$ cat src/core/spc_pkg.sv
/*
  Constants and types shared by the serial port core.
  Assumes a single 40 MHz clock and no register bus.
*/
package spc_pkg;
  localparam int DataWidth = 8;
  localparam int FifoDepth = 32;
  localparam int ClkMhz = 40;
  // Master divider per rate select: CPU clock divided by these
  localparam logic [7:0] RateDiv0 = 8'h04;
  localparam logic [7:0] RateDiv1 = 8'h08;
  localparam logic [7:0] RateDiv2 = 8'h10;
  localparam logic [7:0] RateDiv3 = 8'h20;
  localparam logic [7:0] RateDiv4 = 8'h40;
  localparam logic [7:0] RateDiv5 = 8'h80;
  localparam logic [2:0] BitsPerByte = 3'h7;
  localparam logic [7:0] DataReset = 8'h00;
  typedef enum logic [1:0] {SpcIdle, SpcShift, SpcDone} spc_state_t;
endpackage : spc_pkg

$ cat src/core/spc_fifo_if.sv
/*
  Stream carrier between the core and its receive FIFO.
  Assumes both ends run on the same clock.
*/
`timescale 1ns/1ps
`default_nettype none
interface spc_fifo_if;
  logic valid;
  logic ready;
  logic [7:0] data;
  modport src (output valid, output data, input ready);
  modport snk (input valid, input data, output ready);
endinterface : spc_fifo_if
`default_nettype wire

$ cat src/core/spc_core.sv
/*
  Serial peripheral port core: master/slave byte shifter, status flags,
  receive FIFO. Control and status are plain ports; pins sampled twice.
*/
`timescale 1ns/1ps
`default_nettype none
module spc_core (
  input wire logic mclk, // CPU clock, 40 MHz
  input wire logic rstn, // Async reset, active low
  input wire logic ctrlWrite, // Pulse: load control bits
  input wire logic enableIn, // Port enable value
  input wire logic masterIn, // Master select value
  input wire logic cpolIn, // Clock polarity
  input wire logic cphaIn, // Clock phase
  input wire logic [2:0] rateIn, // Master rate select 0..5
  input wire logic ssSoftMode, // Select from software level
  input wire logic ssSoftLevel, // Software select level
  input wire logic statusRead, // Pulse: status register read
  input wire logic dataWrite, // Pulse: data register write
  input wire logic [7:0] dataIn, // Byte to send
  input wire logic dataRead, // Pulse: pop received byte
  output logic [7:0] dataOut, // Oldest received byte
  output logic rxValid, // Received byte waiting
  output logic enabled, // Enable bit state
  output logic master, // Master bit state
  output logic endFlag, // end_of_transfer_flag
  output logic collisionFlag, // write_collision_flag
  output logic faultFlag, // master_fault_flag
  output logic overrunFlag, // overrun_flag
  output logic busy, // Transfer under way
  input wire logic sckIn, // SCK pin level
  output logic sckOut, // SCK drive value
  output logic sckOen, // SCK enable, low drives
  input wire logic mosiIn, // MOSI pin level
  output logic mosiOut, // MOSI drive value
  output logic mosiOen, // MOSI enable, low drives
  input wire logic misoIn, // MISO pin level
  output logic misoOut, // MISO drive value
  output logic misoOen, // MISO enable, low drives
  input wire logic ssIn // SS pin level, active low
);
  spc_pkg::spc_state_t state, next_state;
  logic [1:0] sckSync, mosiSync, misoSync, ssSync;
  logic sckPrev, next_sckPrev;
  logic [7:0] shiftReg, next_shiftReg;
  logic [2:0] bitCnt, next_bitCnt;
  logic [7:0] divCnt, next_divCnt;
  logic sckInt, next_sckInt;
  logic halfDone, next_halfDone;
  logic statusSeen, next_statusSeen;
  logic next_enabled, next_master, next_endFlag, next_collisionFlag;
  logic next_faultFlag, next_overrunFlag;
  logic next_sckOut, next_sckOen, next_mosiOut, next_mosiOen, next_misoOut, next_misoOen;
  logic next_busy;
  logic [7:0] rxByte, next_rxByte;
  logic rxPush, next_rxPush;
  logic [7:0] divide;
  logic ssActive, sckRise, sckFall, leadEdge, trailEdge, inBit;
  logic fifoValid, fifoFull, fifoEmpty;
  logic [7:0] fifoData;
  spc_fifo_if rxIf ();

  // Two-flop synchronisers on every pin input
  always_ff @(posedge mclk or negedge rstn)
  begin
    if (!rstn)
    begin
      sckSync <= 2'b00;
      mosiSync <= 2'b00;
      misoSync <= 2'b00;
      ssSync <= 2'b11;
    end
    else
    begin
      sckSync <= {sckSync[0], sckIn};
      mosiSync <= {mosiSync[0], mosiIn};
      misoSync <= {misoSync[0], misoIn};
      ssSync <= {ssSync[0], ssIn};
    end
  end

  // Rate select to divider
  always_comb
  begin
    case (rateIn)
      3'h0: divide = spc_pkg::RateDiv0;
      3'h1: divide = spc_pkg::RateDiv1;
      3'h2: divide = spc_pkg::RateDiv2;
      3'h3: divide = spc_pkg::RateDiv3;
      3'h4: divide = spc_pkg::RateDiv4;
      default: divide = spc_pkg::RateDiv5;
    endcase
  end

  // Select, edges and data source
  always_comb
  begin
    ssActive = ssSoftMode ? !ssSoftLevel : !ssSync[1];
    sckRise = sckSync[1] && !sckPrev;
    sckFall = !sckSync[1] && sckPrev;
    // Leading edge leaves idle level; trailing returns to it
    leadEdge = cpolIn ? sckFall : sckRise;
    trailEdge = cpolIn ? sckRise : sckFall;
    inBit = master ? misoSync[1] : mosiSync[1];
  end

  // Main sequencer, flags and pins
  always_comb
  begin
    next_state = state;
    next_sckPrev = sckSync[1];
    next_shiftReg = shiftReg;
    next_bitCnt = bitCnt;
    next_divCnt = divCnt;
    next_sckInt = sckInt;
    next_halfDone = halfDone;
    next_statusSeen = statusSeen;
    next_enabled = enabled;
    next_master = master;
    next_endFlag = endFlag;
    next_collisionFlag = collisionFlag;
    next_faultFlag = faultFlag;
    next_overrunFlag = overrunFlag;
    next_rxByte = rxByte;
    next_rxPush = 1'b0;
    // Status read arms flag clearing; overrun and collision clear at once
    if (statusRead)
    begin
      next_overrunFlag = 1'b0;
      next_collisionFlag = 1'b0;
      if (endFlag || faultFlag)
        next_statusSeen = 1'b1;
    end
    if (ctrlWrite)
    begin
      // Fault clears on control write after status read
      if (faultFlag && statusSeen)
        next_faultFlag = 1'b0;
      if (!faultFlag || statusSeen)
      begin
        next_enabled = enableIn;
        next_master = masterIn;
      end
    end
    // Data access after status read clears end flag
    if ((dataRead || dataWrite) && endFlag && statusSeen)
    begin
      next_endFlag = 1'b0;
      next_statusSeen = 1'b0;
    end
    case (state)
      spc_pkg::SpcIdle:
      begin
        next_sckInt = cpolIn;
        next_divCnt = 8'h00;
        next_halfDone = 1'b0;
        next_bitCnt = spc_pkg::BitsPerByte;
        // Write blocked while end flag awaits status read
        if (dataWrite && enabled && !(endFlag && !statusSeen))
          next_shiftReg = dataIn;
        if (master && enabled && dataWrite && !(endFlag && !statusSeen))
          next_state = spc_pkg::SpcShift;
        else if (!master && enabled && ssActive && leadEdge)
        begin
          // Slave starts only on the master's clock
          next_state = spc_pkg::SpcShift;
          if (!cphaIn)
          begin
            // First bit taken here, seven more follow in the shift state
            next_shiftReg = {shiftReg[6:0], inBit};
            next_bitCnt = 3'(spc_pkg::BitsPerByte - 3'h1);
            next_halfDone = 1'b1;
          end
        end
      end
      spc_pkg::SpcShift:
      begin
        if (dataWrite)
          next_collisionFlag = 1'b1;
        if (master)
        begin
          // Half-period divider produces SCK
          if (divCnt == 8'((divide >> 1) - 8'h01))
          begin
            next_divCnt = 8'h00;
            // Shift on the launching edge: synchronised MISO has settled by then
            if (halfDone)
            begin
              // Phase 1 tail: last bit taken half a period after the final edge
              next_shiftReg = {shiftReg[6:0], inBit};
              next_state = spc_pkg::SpcDone;
            end
            else if (sckInt == cpolIn)
            begin
              // Leading edge: phase 1 launches the next bit
              next_sckInt = !sckInt;
              if (cphaIn && bitCnt != spc_pkg::BitsPerByte)
                next_shiftReg = {shiftReg[6:0], inBit};
            end
            else
            begin
              // Trailing edge: phase 0 launches the next bit
              next_sckInt = !sckInt;
              if (!cphaIn)
                next_shiftReg = {shiftReg[6:0], inBit};
              if (bitCnt == 3'h0)
              begin
                if (cphaIn)
                  next_halfDone = 1'b1;
                else
                  next_state = spc_pkg::SpcDone;
              end
              else
                next_bitCnt = 3'(bitCnt - 3'h1);
            end
          end
          else
            next_divCnt = 8'(divCnt + 8'h01);
        end
        else if (!ssActive && !cphaIn)
          next_state = spc_pkg::SpcIdle; // Aborted by select
        else if (cphaIn ? trailEdge : leadEdge)
        begin
          next_shiftReg = {shiftReg[6:0], inBit};
          if (bitCnt == 3'h0)
            next_state = spc_pkg::SpcDone;
          else
            next_bitCnt = 3'(bitCnt - 3'h1);
        end
        else if (cphaIn && leadEdge)
          next_halfDone = 1'b1;
      end
      default:
      begin
        // Byte complete: flag it, queue it, note overrun
        next_rxByte = shiftReg;
        if (dataWrite)
          next_collisionFlag = 1'b1;
        next_rxPush = 1'b1;
        if (endFlag && !(next_endFlag == 1'b0))
          next_overrunFlag = 1'b1;
        next_endFlag = 1'b1;
        next_statusSeen = 1'b0;
        next_sckInt = cpolIn;
        next_state = spc_pkg::SpcIdle;
      end
    endcase
    // SS pin low while master, outside soft select mode: fault, drop to disabled slave
    if (master && enabled && !ssSoftMode && !ssSync[1])
    begin
      next_faultFlag = 1'b1;
      next_statusSeen = 1'b0;
      next_enabled = 1'b0;
      next_master = 1'b0;
      next_state = spc_pkg::SpcIdle;
    end
    else if (!enabled)
      next_state = spc_pkg::SpcIdle;
    // Pin drivers, enable low means driven
    next_sckOen = !(enabled && master);
    next_sckOut = (state == spc_pkg::SpcShift) ? next_sckInt : cpolIn;
    next_mosiOen = !(enabled && master);
    next_mosiOut = next_shiftReg[7];
    next_misoOen = !(enabled && !master && ssActive);
    next_misoOut = next_shiftReg[7];
    next_busy = (next_state != spc_pkg::SpcIdle);
  end

  always_ff @(posedge mclk or negedge rstn)
  begin
    if (!rstn)
    begin
      // Disabled slave, flags clear, pins released
      state <= spc_pkg::SpcIdle;
      sckPrev <= 1'b0;
      shiftReg <= spc_pkg::DataReset;
      bitCnt <= spc_pkg::BitsPerByte;
      divCnt <= 8'h00;
      sckInt <= 1'b0;
      halfDone <= 1'b0;
      statusSeen <= 1'b0;
      enabled <= 1'b0;
      master <= 1'b0;
      endFlag <= 1'b0;
      collisionFlag <= 1'b0;
      faultFlag <= 1'b0;
      overrunFlag <= 1'b0;
      rxByte <= spc_pkg::DataReset;
      rxPush <= 1'b0;
      sckOut <= 1'b0;
      sckOen <= 1'b1;
      mosiOut <= 1'b0;
      mosiOen <= 1'b1;
      misoOut <= 1'b0;
      misoOen <= 1'b1;
      busy <= 1'b0;
    end
    else
    begin
      state <= next_state;
      sckPrev <= next_sckPrev;
      shiftReg <= next_shiftReg;
      bitCnt <= next_bitCnt;
      divCnt <= next_divCnt;
      sckInt <= next_sckInt;
      halfDone <= next_halfDone;
      statusSeen <= next_statusSeen;
      enabled <= next_enabled;
      master <= next_master;
      endFlag <= next_endFlag;
      collisionFlag <= next_collisionFlag;
      faultFlag <= next_faultFlag;
      overrunFlag <= next_overrunFlag;
      rxByte <= next_rxByte;
      rxPush <= next_rxPush;
      sckOut <= next_sckOut;
      sckOen <= next_sckOen;
      mosiOut <= next_mosiOut;
      mosiOen <= next_mosiOen;
      misoOut <= next_misoOut;
      misoOen <= next_misoOen;
      busy <= next_busy;
    end
  end

  // Received bytes queue; oldest is kept when full
  assign rxIf.valid = rxPush;
  assign rxIf.data = rxByte;
  spc_fifo #(.Width(spc_pkg::DataWidth), .Depth(spc_pkg::FifoDepth)) rxFifo (
    .mclk(mclk),
    .rstn(rstn),
    .in(rxIf),
    .outValid(fifoValid),
    .outReady(dataRead),
    .outData(fifoData),
    .full(fifoFull),
    .empty(fifoEmpty)
  );

  // Registered read side
  always_ff @(posedge mclk or negedge rstn)
  begin
    if (!rstn)
    begin
      dataOut <= spc_pkg::DataReset;
      rxValid <= 1'b0;
    end
    else
    begin
      dataOut <= fifoData;
      rxValid <= fifoValid && !dataRead;
    end
  end
endmodule : spc_core
`default_nettype wire

$ cat src/core/spc_fifo.sv
/*
  Parameterised flop FIFO with valid/ready on both sides.
  Assumes one clock and asynchronous active-low reset.
*/
`timescale 1ns/1ps
`default_nettype none
module spc_fifo #(
  parameter int Width = 8,
  parameter int Depth = 32
) (
  input wire logic mclk, // Clock
  input wire logic rstn, // Async reset, active low
  spc_fifo_if.snk in, // Fill side
  output logic outValid, // Word available
  input wire logic outReady, // Drain side takes word
  output logic [Width-1:0] outData, // Head word
  output logic full, // No room
  output logic empty // No word
);
  localparam int Aw = $clog2(Depth);
  logic [Width-1:0] mem [Depth];
  logic [Aw-1:0] wrPtr, rdPtr;
  logic [Aw:0] count;
  logic [Aw-1:0] next_wrPtr, next_rdPtr;
  logic [Aw:0] next_count;
  logic doWr, doRd;

  // Pointer and count updates
  always_comb
  begin
    doWr = in.valid && !full;
    doRd = outReady && !empty;
    next_wrPtr = doWr ? Aw'(wrPtr + 1'b1) : wrPtr;
    next_rdPtr = doRd ? Aw'(rdPtr + 1'b1) : rdPtr;
    next_count = count;
    if (doWr && !doRd)
      next_count = (Aw+1)'(count + 1'b1);
    else if (doRd && !doWr)
      next_count = (Aw+1)'(count - 1'b1);
  end

  always_ff @(posedge mclk or negedge rstn)
  begin
    if (!rstn)
    begin
      wrPtr <= '0;
      rdPtr <= '0;
      count <= '0;
    end
    else
    begin
      wrPtr <= next_wrPtr;
      rdPtr <= next_rdPtr;
      count <= next_count;
    end
  end

  // Storage
  always_ff @(posedge mclk)
  begin
    if (doWr)
      mem[wrPtr] <= in.data;
  end

  assign full = (count == (Aw+1)'(Depth));
  assign empty = (count == '0);
  assign in.ready = !full;
  assign outValid = !empty;
  assign outData = mem[rdPtr];
endmodule : spc_fifo
`default_nettype wire

$ cat config.mk
export PLATFORM = sky130hd
export DESIGN_NAME = spc_core
export DESIGN_NICKNAME = d
export VERILOG_FILES = /design/src/core/spc_pkg.sv /design/src/core/spc_fifo_if.sv /design/src/core/spc_core.sv /design/src/core/spc_fifo.sv
export SDC_FILE = /design/constraint.sdc
export NUM_CORES = 1
export LEC_CHECK = 0
export ABC_AREA = 1
export BUFFER_PORTS_ARGS = -buffer_cell sky130_fd_sc_hd__clkbuf_2
export CORE_MARGIN = 4
export CORE_UTILIZATION = 35
export CTS_CLUSTER_SIZE = 12
export DETAILED_ROUTE_END_ITERATION = 16
export SYNTH_ARGS = -nofsm -noshare
export SYNTH_HDL_FRONTEND = slang
export SYNTH_SLANG_ARGS = --single-unit
$ cat constraint.sdc
create_clock -name mclk -period 4 [get_ports mclk]
set_input_delay 0.2 -clock mclk [delete_from_list [all_inputs] [get_ports mclk]]
set_output_delay 0.2 -clock mclk [all_outputs]
set_load 0.03 [all_outputs]
==> metrics.txt <==
Max Cap Viol=0; WL final=~33 mm; largest net degree at the start of global routing=76; Cell Pwr Density=between 600 and 700 mW/mm^2; outcome=finished clean; pin slew with the least headroom to its limit=about 1.3 ns; ANT cells=0; global-route wire length before repair=between 50 and 60 mm; mapped cell area=0.0141 sq mm; GP Congestion=between 0.8 and 0.9; Psw=between 3 and 4 mW; internal power=approximately 6.5 mW; core area=roughly 0.040 sq mm; CP most frequent cell=nand2_1; Post-Syn Area per Cell=11.4 sq um; cell accounting for the most synthesized area=edfxtp_1; DR iter-0 viols=723; die width=209 microns; Vias/cell=roughly 5.1; final setup fails=0; Pleak=roughly 5.4 nW; DRT Pass-1 Iters=5; Die Ht=209 microns; post-synth top area share=approximately 55%; drt wl/cell=~18 microns; Flop pwr share=between 40% and 50%; asr flop ratio synth=between 20% and 30%; Final Max Slew Viols=0; setup tns final=0 ns; critical path's slowest cell=dfrtp_1; DR vias=slightly above 9k; Synth Instances=approximately 1.2k; placed cells=around 1.8k; Yosys cell types=42; fin cells=1,837; clk sinks=332; RSZ-0062 raised after global routing=false; crit-path leading delay family=simple AND/OR/NAND/NOR gates; Tmin final=around 2.7 ns; HPWL after detailed placement=20.0 mm; Gate power share=approximately 30%; biggest cell delay along the critical path=0.43 ns; CP Launch Type=flip-flop; syn nets=between 1k and 1.5k; Bufs on Longest Clock Path=3; global-route usage over all layers=between 10% and 20%; CTS buffer count=36; Post-synth top flop=edfxtp_1; Fmax=between 300 and 400 MHz; Worst-path clk slew=about 0.06 ns; post-cts sizing count=0; Fill cells=3,778; power share of the clock group=a little under a third; TritonCTS clock tree=done; Yosys reg bits=332; Clock Skew=0.0404 ns; Worst Path Arrival=around 3.2 ns; Worst Setup End Kind=flip-flop; htree depth=2; final hold violations=0; grt ovf=0; die area=between 0.04 and 0.05 sq mm; Final ANT Viol Nets=0; Port-buffer cells=between 40 and 50; worst path required time=approximately 4.5 ns; WP buf/inv=2; post-layout net count=approximately 1.3k; Row Count=73; EDFF count, synth=256; Seq/Total Area, Yosys=a little under 70%; CP Max Fanout=9; critical path class=reg -> reg; period utilization=between 60 and 70%; Setup Fix Bufs, Post-CTS=0; Root Buffer=clkbuf_16; initial antenna violation count=0; dominant cells by area after synthesis=edfxtp_1 55%, dfrtp_1 12%, o21ai_0 5.4%; synthesis-to-finish area growth=13.5%; Max VDD drop=roughly 0.28 mV; initial core utilization=35.4%; Max-slew headroom=around 16%; vias in the first global route=9,346; Switching Fraction=35.7%; ratio of cells with drive above 1 in the final layout=11.1%; Post-CTS Hold Buffers=10; cells along the critical path=nor4_1 -> nand3_1 -> nand2_1 -> inv_2 -> ha_1 -> inv_1 -> ha_1 -> nand3_1 -> nand3_1 -> nand2_1 -> nand2_1 -> a21oi_1 -> xor2_1 -> nand2_1 -> nand2_1; IO Pins=49; Hold Crit Class=in -> reg; Ys Warns=0; Worst-Skew Late Latency=~0.54 ns; remaining design rule violation count=0
==> power by group through the flow <==
stage               Combinational, mW  Clock, mW  Sequential (mW)
finish                           2.99       3.06             4.11
global route                     3.36       3.30             4.14
CTS                              3.01       3.13             4.11
detailed placement               2.99          0             4.18
global placement                 2.96          0             4.18
floorplan                        2.02          0             4.27
==> tightest hold or removal path: cells and delay by family <==
kind                   cells  cell delay [ns]
buffers and inverters      3             0.27
AND/OR/NAND/NOR            1             0.06
==> worst paths after layout <==
kind	slack [ns]	cells after the start	end	from
setup / recovery	1.28	15	rxFifo.count[5]$_DFFE_PN0P_	rxFifo.count[0]$_DFFE_PN0P_
hold / removal	0.05	4	rxValid$_DFF_PN0_	dataRead
setup reg to reg	1.28	15	rxFifo.count[5]$_DFFE_PN0P_	rxFifo.count[0]$_DFFE_PN0P_
hold reg to reg	0.35	0	misoSync[1]$_DFF_PN0_	misoSync[0]$_DFF_PN0_
max in group asynchronous	2.88	3	rxFifo.rdPtr[0]$_DFFE_PN0P_	rstn
min in group asynchronous	0.29	2	sckPrev$_DFF_PN0_	rstn
==> cell usage after synthesis (3+ instances only) <==
cell type  count
buf_2         16
inv_2          6
a21oi_1       15
edfxtp_1     256
o21ai_1       21
nor2_1       191
buf_6          3
ha_1          15
nand2_1      192
inv_1         62
nand3_1       66
buf_4          7
o221ai_1      48
or2_2          4
o211ai_1       3
dfrtp_1       69
clkbuf_1      31
o22ai_1       16
o21ai_0      152
nand2_2        4
nor3_1         4
xor2_1        16
nor2_2         4
nor2_4         4
dfstp_2        7
==> layout make-up <==
type,instances,area [sq um],share of cell area (%)
Sequential cell,332,9600,60.1
Multi-Input combinational cell,775,3930,24.6
Tap cell,525,657,4.11
Clock buffer,53,1010,6.29
Inverter,70,264,1.65
Clock inverter,10,65.1,0.407
Timing Repair Buffer,72,460,2.88
==> cells in the final DEF (no fill, tap or decap), types with 5 or more instances in the layout <==
cell and count:
nand3_1 66, clkbuf_16 37, ha_1 15, o21ai_1 21, clkinv_1 7, clkbuf_1 14
o22ai_1 16, dlygate4sd3_1 10, edfxtp_1 256, xor2_1 16, a21oi_1 15, clkbuf_2 47
dfstp_2 7, nand2_1 192, nor2_1 191, inv_1 62, inv_2 5, buf_4 14
dfrtp_1 67, o21ai_0 152, o221ai_1 48
==> stage by stage <==
stage          hold slack (ns)  util (%)  setup slack (ns)  total power [mW]  cell area [sq um]
6_report                0.0491      40.2              1.28              10.2              16000
5_1_grt                 0.0750      40.2              1.03              10.8              16000
4_1_cts                 0.0356      40.2              1.26              10.3              16000
3_5_place_dp             0.291      37.3              1.28              7.17              14800
3_3_place_gp             0.289      37.3              1.30              7.14              14800
2_1_floorplan          -0.0956         -              1.58              6.29              14100
==> logic make-up (layout without fill, tap and decap cells) <==
kind of cell	after synthesis	in the layout	synth area share [%]
and+or+nand+nor	480	480	14.4
buffers and inverters	129	205	3.93
xor gates and xnor gates	18	18	1.12
DFF	332	332	68.2
muxes	1	1	0.0711
adders and majority gates	16	16	1.48
AOI/OAI and AO/OA	260	260	10.9
==> state kept, by name, summed over array words and instances (netlist names), 2 cells and up, named ones only <==
name and count:
rxByte 8, divCnt 8, mosiSync 2, bitCnt 3
state 2, rxFifo.mem 256, shiftReg 8, misoSync 2
rxFifo.rdPtr 5, ssSync 2, rxFifo.wrPtr 5, dataOut 8
sckSync 2, rxFifo.count 6
==> layer usage <==
layer	up-vias	GRT usage (%)	share of wire (%)
li1	4462	-	-
met1	4481	21.4	45
met2	308	23.6	46
met3	54	3.41	7.0
met4	0	4.23	2.2
met5	-	0	0
No activity file was read; power rests on OpenSTA's default activity.
